File: src/core/rss_pkg.sv
package rss_pkg;
    // Synchroniser depth for the reset input
    localparam int SYNC_STAGES = 2;
    // Cycles after reset release at which the coprocessor wait pin is sampled again
    localparam int COPROC_DELAY_CLKS = 4;
    // Cycles the bus controls are driven inactive before they float
    localparam int INACTIVE_DRIVE_CLKS = 1;
    // Strap pin positions in the strap bus
    localparam int STRAP_W = 7;
    localparam int STRAP_READ_QUEUE = 0;
    localparam int STRAP_UPPER_SEL = 1;
    localparam int STRAP_LOWER_SEL = 2;
    localparam int STRAP_MID0 = 3;
    localparam int STRAP_MID1 = 4;
    localparam int STRAP_LOCK = 5;
    localparam int STRAP_COPROC_WAIT = 6;
    localparam logic [STRAP_W-1:0] STRAP_PULLUP = 7'h7F;
    // AHB-Lite
    localparam logic [1:0] HTRANS_NONSEQ = 2'h2;
    localparam logic [1:0] HTRANS_SEQ = 2'h3;
    localparam logic [1:0] HSIZE_WORD = 2'h2;
    localparam logic [11:0] ADDR_MODE = 12'h000;
    localparam logic [11:0] ADDR_STATUS = 12'h004;
    localparam logic [11:0] ADDR_CTRL = 12'h008;
    localparam int MODE_FLOAT_BIT = 0;
    localparam int MODE_QUEUE_BIT = 1;
    localparam int MODE_COPROC_BIT = 2;
    localparam int STAT_RESET_BIT = 0;
    localparam int STAT_FLOAT_BIT = 1;
    localparam int STAT_LOCKERR_BIT = 2;
    localparam int CTRL_HOLD_BIT = 0;
    typedef enum logic [2:0] {
        ST_RESET,
        ST_INACTIVE,
        ST_COPROC_WAIT,
        ST_RUN
    } rss_state_e;
endpackage

File: src/core/rss_sync_if.sv
`timescale 1ns/100ps
`default_nettype none
interface rss_sync_if;
    logic raw_n;
    logic synced_n;
    modport producer (input raw_n, output synced_n);
    modport consumer (output raw_n, input synced_n);
endinterface
`default_nettype wire

File: src/core/rss_sync.sv
`timescale 1ns/100ps
`default_nettype none
module rss_sync #(
    parameter int STAGES = rss_pkg::SYNC_STAGES
) (
    // Clock and power-on reset
    input wire logic hclk,
    input wire logic hresetn,
    // Reset input to be synchronised
    rss_sync_if.producer sif
);
    logic [STAGES-1:0] sync_r;

    // Power-on reset clears at once; the reset input asserts and releases only on clock edges
    always_ff @(posedge hclk or negedge hresetn) begin
        if (!hresetn) begin
            sync_r <= '0;
        end else begin
            sync_r <= {sync_r[STAGES-2:0], sif.raw_n};
        end
    end

    assign sif.synced_n = sync_r[STAGES-1];
endmodule // rss_sync
`default_nettype wire

File: src/core/rss_top.sv
// The placing of the registers and register access over AHB-Lite were decided locally.
`timescale 1ns/100ps
`default_nettype none
module rss_top #(
    parameter int COPROC_DELAY = rss_pkg::COPROC_DELAY_CLKS,
    parameter int INACTIVE_CLKS = rss_pkg::INACTIVE_DRIVE_CLKS
) (
    // Clock and power-on reset
    input wire logic hclk,
    input wire logic hresetn,
    // Board reset and strap pins
    input wire logic reset_in_n,
    input wire logic [rss_pkg::STRAP_W-1:0] strap_in,
    output logic [rss_pkg::STRAP_W-1:0] strap_out,
    output logic [rss_pkg::STRAP_W-1:0] strap_oe_n,
    output logic [rss_pkg::STRAP_W-1:0] strap_pullup,
    // Bus control pins
    output logic bus_ctrl_oe_n,
    output logic core_reset_n,
    // Mode flags
    output logic emulation_float_mode,
    output logic queue_report_strap,
    output logic coproc_mode,
    // AHB-Lite slave
    input wire logic hsel,
    input wire logic [11:0] haddr,
    input wire logic [1:0] htrans,
    input wire logic hwrite,
    input wire logic [2:0] hsize,
    input wire logic [31:0] hwdata,
    input wire logic hready,
    output logic [31:0] hrdata,
    output logic hreadyout,
    output logic hresp
);
    rss_sync_if sif();
    rss_pkg::rss_state_e state_r, state_nxt;
    logic [rss_pkg::STRAP_W-1:0] strap_s1_r, strap_s2_r;
    logic [7:0] cnt_r;
    logic float_r, queue_r, coproc_r, lockerr_r, hold_r;
    logic ctrl_oe_n_r, core_rst_n_r;
    logic [rss_pkg::STRAP_W-1:0] pin_oe_n_r, pin_pu_r;
    logic dp_valid_r, dp_write_r;
    logic [11:0] dp_addr_r;
    logic [31:0] hrdata_r;

    assign sif.raw_n = reset_in_n;
    rss_sync #(.STAGES(rss_pkg::SYNC_STAGES)) u_sync (
        .hclk(hclk),
        .hresetn(hresetn),
        .sif(sif)
    );

    // Straps are pins: two flops before use
    always_ff @(posedge hclk or negedge hresetn) begin
        if (!hresetn) begin
            strap_s1_r <= rss_pkg::STRAP_PULLUP;
            strap_s2_r <= rss_pkg::STRAP_PULLUP;
        end else begin
            strap_s1_r <= strap_in;
            strap_s2_r <= strap_s1_r;
        end
    end

    wire in_reset = !sif.synced_n || hold_r;
    wire float_sel = !strap_s2_r[rss_pkg::STRAP_UPPER_SEL] &&
                     !strap_s2_r[rss_pkg::STRAP_LOWER_SEL];
    wire queue_sel = !strap_s2_r[rss_pkg::STRAP_READ_QUEUE];
    wire wait_pin = strap_s2_r[rss_pkg::STRAP_COPROC_WAIT];
    wire lock_low = !strap_s2_r[rss_pkg::STRAP_LOCK];
    wire cnt_done = cnt_r == 8'(COPROC_DELAY - 1);
    wire inact_done = cnt_r == 8'(INACTIVE_CLKS - 1);

    always_comb begin
        state_nxt = state_r;
        case (state_r)
            rss_pkg::ST_RESET: begin
                if (!in_reset) state_nxt = wait_pin ? rss_pkg::ST_COPROC_WAIT : rss_pkg::ST_RUN;
            end
            rss_pkg::ST_INACTIVE: begin
                if (inact_done) state_nxt = rss_pkg::ST_RESET;
            end
            rss_pkg::ST_COPROC_WAIT: begin
                if (in_reset) state_nxt = rss_pkg::ST_INACTIVE;
                else if (cnt_done) state_nxt = rss_pkg::ST_RUN;
            end
            rss_pkg::ST_RUN: begin
                if (in_reset) state_nxt = rss_pkg::ST_INACTIVE;
            end
            default: state_nxt = rss_pkg::ST_RESET;
        endcase
    end

    wire leaving_reset = state_r == rss_pkg::ST_RESET && !in_reset;

    always_ff @(posedge hclk or negedge hresetn) begin
        if (!hresetn) begin
            state_r <= rss_pkg::ST_RESET;
            cnt_r <= 8'h00;
        end else begin
            state_r <= state_nxt;
            cnt_r <= (state_nxt != state_r) ? 8'h00 : cnt_r + 8'h01;
        end
    end

    // Mode flags latched at release, coprocessor confirmed after the delay
    always_ff @(posedge hclk or negedge hresetn) begin
        if (!hresetn) begin
            float_r <= 1'b0;
            queue_r <= 1'b0;
            coproc_r <= 1'b0;
            lockerr_r <= 1'b0;
        end else begin
            if (leaving_reset) begin
                float_r <= float_sel;
                queue_r <= queue_sel;
                coproc_r <= 1'b0;
            end
            if (state_r == rss_pkg::ST_COPROC_WAIT && cnt_done && !in_reset)
                coproc_r <= !wait_pin;
            // Diagnostic only; a low lock strap is board misuse
            if (state_r == rss_pkg::ST_RESET && lock_low)
                lockerr_r <= 1'b1;
        end
    end

    // Pins: drive inactive first, then float with pull-ups during reset
    always_ff @(posedge hclk or negedge hresetn) begin
        if (!hresetn) begin
            ctrl_oe_n_r <= 1'b1;
            pin_oe_n_r <= {rss_pkg::STRAP_W{1'b1}};
            pin_pu_r <= {rss_pkg::STRAP_W{1'b1}};
            core_rst_n_r <= 1'b0;
        end else begin
            core_rst_n_r <= state_nxt == rss_pkg::ST_RUN;
            ctrl_oe_n_r <= state_nxt == rss_pkg::ST_RESET;
            pin_oe_n_r <= (state_nxt == rss_pkg::ST_RESET) ?
                          {rss_pkg::STRAP_W{1'b1}} : {rss_pkg::STRAP_W{1'b0}};
            pin_pu_r <= (state_nxt == rss_pkg::ST_RESET) ?
                        {rss_pkg::STRAP_W{1'b1}} : {rss_pkg::STRAP_W{1'b0}};
        end
    end

    // AHB-Lite slave, zero wait states
    wire ap_take = hsel && hready && (htrans == rss_pkg::HTRANS_NONSEQ ||
                                      htrans == rss_pkg::HTRANS_SEQ);
    wire wr_ctrl = dp_valid_r && dp_write_r && dp_addr_r == rss_pkg::ADDR_CTRL;
    wire [31:0] mode_word = {29'h0, coproc_r, queue_r, float_r};
    wire [31:0] stat_word = {29'h0, lockerr_r, float_r, in_reset};
    wire [31:0] ctrl_word = {31'h0, hold_r};
    wire [31:0] rd_word = (haddr == rss_pkg::ADDR_MODE) ? mode_word :
                          (haddr == rss_pkg::ADDR_STATUS) ? stat_word :
                          (haddr == rss_pkg::ADDR_CTRL) ? ctrl_word : 32'h0;

    always_ff @(posedge hclk or negedge hresetn) begin
        if (!hresetn) begin
            dp_valid_r <= 1'b0;
            dp_write_r <= 1'b0;
            dp_addr_r <= 12'h000;
            hrdata_r <= 32'h0;
            hold_r <= 1'b0;
        end else begin
            dp_valid_r <= ap_take;
            dp_write_r <= hwrite;
            dp_addr_r <= haddr;
            if (ap_take && !hwrite) hrdata_r <= rd_word;
            // Software reset hold acts like the reset pin
            if (wr_ctrl) hold_r <= hwdata[rss_pkg::CTRL_HOLD_BIT];
        end
    end

    assign strap_out = {rss_pkg::STRAP_W{1'b1}};
    assign strap_oe_n = pin_oe_n_r;
    assign strap_pullup = pin_pu_r;
    assign bus_ctrl_oe_n = ctrl_oe_n_r;
    assign core_reset_n = core_rst_n_r;
    assign emulation_float_mode = float_r;
    assign queue_report_strap = queue_r;
    assign coproc_mode = coproc_r;
    assign hrdata = hrdata_r;
    assign hreadyout = 1'b1;
    assign hresp = 1'b0;
endmodule // rss_top
`default_nettype wire

File: config.mk
export PLATFORM = sky130hd
export DESIGN_NAME = rss_top
export DESIGN_NICKNAME = d
export VERILOG_FILES = /design/src/core/rss_pkg.sv /design/src/core/rss_sync_if.sv /design/src/core/rss_sync.sv /design/src/core/rss_top.sv
export SDC_FILE = /design/constraint.sdc
export NUM_CORES = 1
export LEC_CHECK = 0
export BUFFER_PORTS_ARGS = -buffer_cell sky130_fd_sc_hd__buf_2
export CORE_UTILIZATION = 44
export CTS_CLUSTER_DIAMETER = 80
export DETAILED_ROUTE_END_ITERATION = 10
export GPL_ROUTABILITY_DRIVEN = 0
export HOLD_SLACK_MARGIN = 0.15
export PLACE_DENSITY = 0.8
export SLEW_MARGIN = 0
export SYNTH_ARGS = -nofsm -noshare
export SYNTH_HDL_FRONTEND = slang
export SYNTH_SLANG_ARGS = --single-unit
File: constraint.sdc
create_clock -name hclk -period 2.3 [get_ports hclk]
set_input_delay 0.115 -clock hclk [delete_from_list [all_inputs] [get_ports hclk]]
set_output_delay 0.115 -clock hclk [all_outputs]
set_load 0.01 [all_outputs]
==> results of run 1 <==
cells in the final DEF, fill, tap and decap left out, drive strengths merged, types with 7 or more instances in the layout:
cell	n
dfrtp	36
conb	39
dfstp	11
dlygate4sd3	23
inv	7
nand2	7
nor2	14
buf	46
per-stage QoR:
stage / hold slack (ns) / instance area, sq um / util / power, mW
finish: 0.358 / 2520 / 0.535 / 1.57
global route: 0.365 / 2520 / 0.535 / 1.66
CTS: 0.359 / 2520 / 0.535 / 1.59
detailed placement: 0.221 / 2200 / 0.467 / 1.07
global placement: 0.220 / 2200 / 0.467 / 1.07
floorplan: -0.181 / 2290 / - / 1.07
sequential cells by signal, summed over array words and instances, names as in the netlist:
name / count
dp_addr_r: 12
state_r: 3
dp_valid_r: 1
dp_write_r: 1
hold_r: 1
strap_s1_r: 5
lockerr_r: 1
strap_pullup: 1
strap_s2_r: 5
core_reset_n: 1
queue_report_strap: 1
hrdata: 3
u_sync.sync_r: 2
coproc_mode: 1
emulation_float_mode: 1
cnt_r: 8
worst max-delay path, cell delays in order (launching register included):
cell      delay (ns)
dfrtp_1         0.42
or4_4           0.58
or4_4           0.52
o211ai_1        0.17
o31ai_1         0.09
final timing paths:
| check | start | cells past startpoint | end | slack [ns] |
|---|---|---|---|---|
| min in group asynchronous | hresetn | 2 | cnt_r[7]$_DFF_PN0_ | 0.51 |
| worst min-delay path | strap_s1_r[6]$_DFF_PN1_ | 0 | strap_s2_r[6]$_DFF_PN1_ | 0.36 |
| worst min register to register | strap_s1_r[6]$_DFF_PN1_ | 0 | strap_s2_r[6]$_DFF_PN1_ | 0.36 |
| max in group asynchronous | hresetn | 2 | core_reset_n$_DFF_PN0_ | 1.18 |
| worst max register to register | cnt_r[2]$_DFF_PN0_ | 4 | coproc_mode$_DFFE_PN0P_ | 0.40 |
| worst max-delay path | cnt_r[2]$_DFF_PN0_ | 4 | coproc_mode$_DFFE_PN0P_ | 0.40 |
cells by family (layout without fill, tap and decap cells):
kind of cell    Yosys count  after routing
buf+inv                  60             84
flops                    47             47
xor+xnor                  6              6
simple gates             48             48
fa+ha+maj                 2              2
mux                       4              4
other cells               2             39
compound gates           17             17
repair_timing:
item / CTS / global route
endpoints found under the hold margin: 59 / 0
hold buffers: 23 / 0
setup endpoints to repair: 0 / 0
layout make-up:
| cell class | count | area, sq um |
|---|---|---|
| multi-input cells | 116 | 674 |
| repair buffers | 69 | 460 |
| fillers | 390 | 2200 |
| clock inverters | 2 | 17.5 |
| well taps | 67 | 83.8 |
| flip-flops and latches | 47 | 1190 |
| inverters | 7 | 26.3 |
| clock buffers | 6 | 72.6 |
power by group:
| part | switching, mW | leakage (nW) | internal, mW | total [mW] |
|---|---|---|---|---|
| sequential | 0.0264 | 0.569 | 0.871 | 0.898 |
| combinational | 0.105 | 0.609 | 0.0831 | 0.188 |
| clock | 0.267 | 0.0454 | 0.218 | 0.485 |
per-layer routing:
metal | global-route usage | up-vias | part of all wire
met2 | 0.268 | 58 | 0.52
met3 | 0.0417 | 6 | 0.058
met4 | 0.0784 | 0 | 0.021
met1 | 0.155 | 637 | 0.40
li1 | - | 649 | -
met5 | 0 | - | 0
==> flow_summary.json, run 1 <==
{
  "max_slew_margin": 0.343,
  "arrival_ns": 2.09,
  "slew_violations": 0,
  "ys_types": 38,
  "dieArea_sq_um": 5170,
  "synth_compound_area_frac": 0.0646,
  "synth_area_leaders": "dfrtp_1 (42%), buf_4 (19%), dfstp_2 (13%)",
  "p_per_area_nw_per_um2": 622,
  "grt_pass1_wl_um": 5580,
  "die_height_um": 71.9,
  "violations": "design-rule violations",
  "skew_ns": 0.00624,
  "diodes": 0,
  "cts_setup_buffers": 0,
  "clk_pin_slew_ns": 0.08,
  "max-cap-violations": 0,
  "place_inst": 283,
  "ir_worst_vdd_mv": 0.475,
  "finalCriticalPeriod_ns": 1.90,
  "crit_type": "flop to flop",
  "postSynthCellCount": 186,
  "numPortBuffers": 46,
  "cts_buffers": 5,
  "tightest_slew_ns": 0.985,
  "path_max_fanout": 5,
  "clk_path_buf_depth": 2,
  "wl_um": 3360,
  "yosys.area_share.simple": 0.126,
  "critPathLaunchType": "flop",
  "grt_max_degree": 48,
  "yosysTopAreaCellShare": 0.419,
  "dieWidth_um": 71.9,
  "synth_edf_count": 0,
  "rsz0062_at_grt": "false",
  "first_pass_iters": 7,
  "clock-root-buffer": "clkbuf_8",
  "synth_top_family_by_area": "buffers and inverters",
  "ys_ff_latch": 47,
  "stdcell_count": 314,
  "yosys_warnings": 0,
  "wire_per_inst_um": 10.7,
  "synth_largest_area_cell": "dfrtp_1",
  "synth-xor-area-share": 0.0244,
  "ios": 122,
  "synth_seq_area_share": 0.554,
  "synth_mux_area_frac": 0.0192,
  "setup_viol": 0,
  "async_flop_share": 1.00,
  "synthTopCellsByCount": "buf_4 (53), dfrtp_1 (36), nor2_1 (14)",
  "nets": 310,
  "cts_tree": "yes",
  "cts-resized-gates": 0,
  "gr-total-overflow": 0,
  "syn_area_sq_um": 2150,
  "syn2layout_area_growth_pct": 17.5,
  "hold_violations": 0,
  "num_rows": 25,
  "track_usage": 0.148,
  "first_global_vias": 1272,
  "fin_ws_ns": 0.395,
  "antenna_found_initial": 0,
  "worstSkewPairLatency_ns": 0.30,
  "htreeDepth": 2,
  "dp_slack_ns": 0.397,
  "drive_gt1_frac": 0.291,
  "min_path_type": "flop to flop",
  "dr_total_vias": 1350,
  "synth.most_common_cell": "buf_4",
  "syn_avg_cell_area_sq_um": 11.6,
  "ys.flop_type": "dfrtp_1",
  "start_util": 0.455,
  "fmax_ghz": 0.525,
  "fin_crit_sh": 0.828,
  "first_iter_violations": 45,
  "drt-vias-per-instance": 4.30,
  "end_kind": "flop",
  "synthAdderAreaFrac": 0.0116,
  "leakagePower_nw": 1.22,
  "antenna_left": 0,
  "core_area_sq_um": 4720,
  "cts_num_sinks": 47,
  "crit_required_ns": 2.48,
  "tns_ns": 0,
  "drc": 2,
  "dp_hpwl_um": 2190,
  "status": "finished, violations left"
}
No activity file was read; power rests on OpenSTA's default activity.
==> run 2: changes to the inputs <==
--- a/config.mk
+++ b/config.mk
@@ -6,12 +6,12 @@
 export NUM_CORES = 1
 export LEC_CHECK = 0
 export BUFFER_PORTS_ARGS = -buffer_cell sky130_fd_sc_hd__buf_2
-export CORE_UTILIZATION = 44
+export CORE_UTILIZATION = 40
 export CTS_CLUSTER_DIAMETER = 80
 export DETAILED_ROUTE_END_ITERATION = 10
 export GPL_ROUTABILITY_DRIVEN = 0
 export HOLD_SLACK_MARGIN = 0.15
-export PLACE_DENSITY = 0.8
+export PLACE_DENSITY = 0.77
 export SLEW_MARGIN = 0
 export SYNTH_ARGS = -nofsm -noshare
 export SYNTH_HDL_FRONTEND = slang
==> constraint.sdc (replaced) <==
create_clock -name hclk -period 1.7 [get_ports hclk]
set_input_delay 0.085 -clock hclk [delete_from_list [all_inputs] [get_ports hclk]]
set_output_delay 0.085 -clock hclk [all_outputs]
set_load 0.01 [all_outputs]
==> run 2 against run 1 <==
  * The run ends with negative setup slack left
  * Register-to-register slack got worse by 0.45 ns
  * Cell area rose by 4.8%
  * First-iteration DRC count rose by 42%
  * Maximum frequency rose by 8.3%
  * Final cell count rose by 5.4%
  * Clock power rose by 38%
  * Flip-flop and latch count did not move
  * Via count rose by 2.8%
  * Global-route usage fell by 0.21 points
  * Critical endpoint unchanged
==> flow_summary.json, run 2 (synthesis gave the netlist of run 1 again) <==
{
  "final_common_cell": "buf_2",
  "fin_ws_ns": -0.0584,
  "dieArea_sq_um": 5670,
  "start_util": 0.418,
  "hold_violations": 0,
  "skew_ns": 0.00649,
  "nets": 324,
  "whs_path_depth": 0,
  "finalPower_mw": 2.17,
  "critPathLaunchType": "flop",
  "setup_viol": 7,
  "largest_register_ffs": 12,
  "crit_type": "flop to flop",
  "numPortBuffers": 46,
  "ff2ff_path_depth": 4,
  "clk_pin_slew_ns": 0.08,
  "reg2reg_slack_ns": -0.06,
  "cts_tree": "yes",
  "clock-root-buffer": "clkbuf_8",
  "diodes": 0,
  "antenna_left": 0,
  "dr_total_vias": 1388,
  "dieWidth_um": 75.3,
  "status": "finished, violations left",
  "fmax_ghz": 0.569,
  "cts_buffers": 5,
  "antenna_found_initial": 0,
  "grt_pass1_wl_um": 5870,
  "max-cap-violations": 0,
  "max_slew_margin": 0.609,
  "wl_um": 3660,
  "drc": 0,
  "grt_max_degree": 48,
  "wire_per_inst_um": 11.1,
  "first_pass_iters": 4,
  "num_rows": 26,
  "violations": "negative setup slack",
  "fin_crit_sh": 1.03,
  "dp_hpwl_um": 2390,
  "first_iter_violations": 64,
  "first_global_vias": 1282,
  "tightest_slew_ns": 0.587,
  "min_path_type": "flop to flop",
  "ir_worst_vdd_mv": 0.648,
  "end_kind": "flop",
  "arrival_ns": 1.94,
  "track_usage": 0.146,
  "htreeDepth": 2,
  "dp_slack_ns": -0.0441,
  "path_max_fanout": 3,
  "crit_required_ns": 1.88,
  "slew_violations": 0,
  "regToRegEndpoint": "coproc_mode$_DFFE_PN0P_",
  "core_area_sq_um": 5140,
  "rsz0062_at_grt": "true",
  "ios": 122,
  "gr-total-overflow": 0,
  "drive_gt1_frac": 0.333,
  "finalCriticalPeriod_ns": 1.76,
  "clk_path_buf_depth": 2,
  "leakagePower_nw": 1.30,
  "layout_common_cells": "buf_2 (46), conb_1 (39), dfrtp_1 (36)",
  "whs_ns": 0.352,
  "top_regs": "dp_addr_r (12), cnt_r (8)",
  "cts_num_sinks": 47,
  "r2r_start": "cnt_r[4]$_DFF_PN0_",
  "die_height_um": 75.3,
  "top_register": "dp_addr_r",
  "worstSkewPairLatency_ns": 0.30,
  "worstHoldStart": "u_sync.sync_r[0]$_DFF_PN0_",
  "p_per_area_nw_per_um2": 821,
  "syn2layout_area_growth_pct": 23.1,
  "drt-vias-per-instance": 4.19,
  "min_to": "u_sync.sync_r[1]$_DFF_PN0_"
}
## run 2: worst max path at each step
stage | start | end | slack [ns] | depth (start not counted)
after global placement | cnt_r[4]$_DFF_PN0_ | coproc_mode$_DFFE_PN0P_ | -0.04 | 4
after floorplan | cnt_r[4]$_DFF_PN0_ | coproc_mode$_DFFE_PN0P_ | -0.04 | 4
after global routing | cnt_r[4]$_DFF_PN0_ | coproc_mode$_DFFE_PN0P_ | -0.12 | 4
final | cnt_r[4]$_DFF_PN0_ | coproc_mode$_DFFE_PN0P_ | -0.06 | 4
after detailed placement | cnt_r[4]$_DFF_PN0_ | coproc_mode$_DFFE_PN0P_ | -0.04 | 4
after CTS | cnt_r[4]$_DFF_PN0_ | coproc_mode$_DFFE_PN0P_ | -0.06 | 4
## run 2: per-stage QoR
stage	TNS, ns	std cells	cell area (sq um)	utilization
floorplan	-0.0438	223	2290	-
global placement	-0.0640	300	2310	0.450
detailed placement	-0.117	300	2310	0.450
CTS	-0.224	331	2640	0.514
global route	-0.653	331	2650	0.515
finish	-0.0995	331	2650	0.515
## run 2: cell type report
type / count / area [sq um]
clock inverters: 2 / 17.5
well taps: 70 / 87.6
fillers: 460 / 2490
inverters: 7 / 26.3
multi-input cells: 116 / 682
clock buffers: 6 / 72.6
repair buffers: 83 / 569
flip-flops and latches: 47 / 1190
## run 2: timing repair
item	4_1_cts	5_1_grt
setup endpoints to repair	11	11
hold endpoints to repair	60	0
pin swaps	1	1
hold buffers	23	0
setup buffers	0	0
gates resized for setup	2	1
## run 2: worst max-delay path: stages (launching register included)
cell      delay [ns]
dfrtp_1         0.39
or4_4           0.54
or4_4           0.45
o211ai_1        0.18
o31ai_1         0.09
## run 2: power by group
group | switching, mW | internal, mW | leakage, nW | total (mW)
Sequential | 0.0305 | 1.18 | 0.569 | 1.21
Combinational | 0.158 | 0.134 | 0.684 | 0.292
Clock | 0.374 | 0.296 | 0.0454 | 0.670
Total | 0.562 | 1.61 | 1.30 | 2.17
## run 2: metal layers
metal,global-route usage,vias to the layer above,routed length (um)
met5,0,-,0
met4,0.0741,0,38
met3,0.0370,4,209
met2,0.245,60,1810
met1,0.174,650,1610
li1,-,674,-
==> run 3: changes to the inputs <==
--- a/config.mk
+++ b/config.mk
@@ -5,14 +5,15 @@
 export SDC_FILE = /design/constraint.sdc
 export NUM_CORES = 1
 export LEC_CHECK = 0
-export BUFFER_PORTS_ARGS = -buffer_cell sky130_fd_sc_hd__buf_2
-export CORE_UTILIZATION = 40
+export CORE_UTILIZATION = 50
 export CTS_CLUSTER_DIAMETER = 80
 export DETAILED_ROUTE_END_ITERATION = 10
+export DONT_BUFFER_PORTS = 1
 export GPL_ROUTABILITY_DRIVEN = 0
 export HOLD_SLACK_MARGIN = 0.15
-export PLACE_DENSITY = 0.77
+export PLACE_DENSITY = 0.68
 export SLEW_MARGIN = 0
 export SYNTH_ARGS = -nofsm -noshare
 export SYNTH_HDL_FRONTEND = slang
+export SYNTH_HIERARCHICAL = 1
 export SYNTH_SLANG_ARGS = --single-unit
==> run 3 against run 2 <==
  * The run now ends clean
  * Combinational power fell by 27%
  * Synthesized cell count decreased by 1.1%
  * First-iteration DRC count down 34%
  * Final cell count is 24% lower
  * Sequential share of layout area up 6.3 points
  * Hold slack worse by 0.13 ns
  * Register-to-register slack better by 0.15 ns
  * Critical endpoint is now strap_pullup[5]$_DFF_PN1_
  * Largest cell class unchanged
  * Largest power group unchanged
==> flow_summary.json, run 3 <==
{
  "ys_ff_latch": 47,
  "crit_required_ns": 1.94,
  "p_per_area_nw_per_um2": 900,
  "place_inst": 220,
  "path_max_fanout": 6,
  "hold_violations": 0,
  "grt_pass1_wl_um": 5020,
  "numPortBuffers": 0,
  "htreeDepth": 2,
  "ir_worst_vdd_mv": 0.570,
  "fillers": 352,
  "synth_seq_area_share": 0.555,
  "arrival_ns": 1.85,
  "max-cap-violations": 0,
  "dp_hpwl_um": 2120,
  "cts_num_sinks": 47,
  "num_rows": 23,
  "wire_per_inst_um": 12.4,
  "dieArea_sq_um": 4550,
  "nets": 265,
  "diodes": 0,
  "ys.flop_type": "dfrtp_1",
  "gr-total-overflow": 0,
  "synth_largest_area_cell": "dfrtp_1",
  "setup_viol": 0,
  "dp_slack_ns": 0.105,
  "dr_total_vias": 1183,
  "antenna_found_initial": 0,
  "cts_tree": "yes",
  "tns_ns": 0,
  "crit_type": "flop to flop",
  "multi_input_area_sq_um": 689,
  "end_kind": "flop",
  "drt-vias-per-instance": 4.69,
  "first_global_vias": 1115,
  "yosys_warnings": 6,
  "final_common_cell": "conb_1",
  "top_regs": "dp_addr_r (12), cnt_r (8)",
  "start_util": 0.528,
  "design_area_sq_um": 2320,
  "synthTopCellsByCount": "buf_4 (52), dfrtp_1 (36), nor2_1 (15)",
  "antenna_left": 0,
  "slew_violations": 0,
  "layout_common_cells": "conb_1 (39), dfrtp_1 (36), dlygate4sd3_1 (23)",
  "clk_pin_slew_ns": 0.09,
  "status": "finished clean",
  "track_usage": 0.157,
  "drc": 0,
  "first_pass_iters": 4,
  "fin_ws_ns": 0.0897,
  "yosysTopAreaCellShare": 0.420,
  "die_height_um": 67.5,
  "largest_register_ffs": 12,
  "ios": 122,
  "clock-root-buffer": "clkbuf_8",
  "grt_max_degree": 48,
  "placed_cell_area_sq_um": 1960,
  "syn_avg_cell_area_sq_um": 11.6,
  "whs_ns": 0.220,
  "synth_edf_count": 0,
  "min_path_type": "input port to flop",
  "top_register": "dp_addr_r",
  "ys_types": 37,
  "drive_gt1_frac": 0.144,
  "postSynthCellCount": 184,
  "cts_buffers": 5,
  "wl_um": 3130,
  "synth_area_leaders": "dfrtp_1 (42%), buf_4 (18%), dfstp_2 (13%)",
  "core_area_sq_um": 4060,
  "dieWidth_um": 67.5,
  "leakagePower_nw": 1.06,
  "cts_setup_buffers": 0,
  "synth.most_common_cell": "buf_4",
  "rsz0062_at_grt": "false",
  "syn_area_sq_um": 2140,
  "worstSkewPairLatency_ns": 0.30,
  "stdcell_count": 252,
  "syn2layout_area_growth_pct": 8.23,
  "first_iter_violations": 42,
  "fin_crit_sh": 0.947,
  "regArea_sq_um": 1190,
  "critPathLaunchType": "flop",
  "finalCriticalPeriod_ns": 1.61,
  "skew_ns": 0.0103,
  "async_flop_share": 1.00,
  "fmax_ghz": 0.621,
  "clk_path_buf_depth": 2
}
run 3: cell types whose count changed after synthesis, sizes merged, moves of 2 or more:
cell	delta
nor3	+2
nand2	-2
o21ai	-2
a21oi	+4
or4	-2
run 3: worst max-delay path, cell delays in order, from the launching register on:
cell and delay [ns]:
dfrtp_1 0.43, ha_1 0.28, and4bb_4 0.23, and3_1 0.18, a211oi_2 0.27, a21o_1 0.16
run 3: metal layers:
metal / vias to the layer above / part of all wire / wire length, um / GRT usage
met5: - / 0 / 0 / 0
met4: 0 / 0.017 / 54 / 0.0638
met3: 5 / 0.066 / 207 / 0.0608
li1: 559 / - / - / -
met2: 46 / 0.52 / 1640 / 0.269
met1: 573 / 0.39 / 1230 / 0.174
run 3: where the power goes:
part	switching (mW)	internal (mW)	leakage (nW)	total [mW]
logic	0.131	0.0815	0.447	0.212
clock network	0.364	0.295	0.0454	0.659
registers	0.0383	1.18	0.569	1.22
run 3: through the flow:
| step | util | total power [mW] |
|---|---|---|
| final | 0.572 | 2.09 |
| after global routing | 0.572 | 2.19 |
| after CTS | 0.569 | 2.10 |
| after detailed placement | 0.484 | 1.37 |
| after global placement | 0.484 | 1.37 |
| after floorplan | - | 1.44 |
run 3: final cells by class:
type,instances,area share
Clock buffer,6,0.0313
Clock inverter,2,0.00755
Inverter,6,0.00971
Multi-Input combinational cell,116,0.297
Sequential cell,47,0.513
Tap cell,50,0.0270
Timing Repair Buffer,25,0.114
run 3: timing repair:
| action | 4_1_cts | 5_1_grt |
|---|---|---|
| setup endpoints to repair | 0 | 2 |
| gates resized for setup | 0 | 1 |
| hold buffers | 24 | 0 |
| endpoints found under the hold margin | 71 | 0 |
run 3: worst paths after layout:
kind                                         start                        end  slack (ns)  depth (start not counted)
min                                       haddr[2]      hrdata[0]$_DFFE_PN0P_        0.22                          4
min reg2reg                strap_s1_r[6]$_DFF_PN1_    strap_s2_r[6]$_DFF_PN1_        0.36                          0
max reg2reg                     cnt_r[0]$_DFF_PN0_  strap_pullup[5]$_DFF_PN1_        0.09                          5
min in group asynchronous                  hresetn     dp_addr_r[1]$_DFF_PN0_        0.28                          2
max in group asynchronous                  hresetn    strap_s1_r[6]$_DFF_PN1_        1.15                          2
max                             cnt_r[0]$_DFF_PN0_  strap_pullup[5]$_DFF_PN1_        0.09                          5
run 3: cells by family after synthesis:
| family | Yosys count | share of synthesized area |
|---|---|---|
| buf+inv | 58 | 0.193 |
| flops | 47 | 0.555 |
| simple gates | 47 | 0.127 |
| compound gates | 18 | 0.0660 |
| xor+xnor | 6 | 0.0245 |
| mux | 4 | 0.0198 |
| fa+ha+maj | 2 | 0.0117 |
| other cells | 2 | 0.00350 |
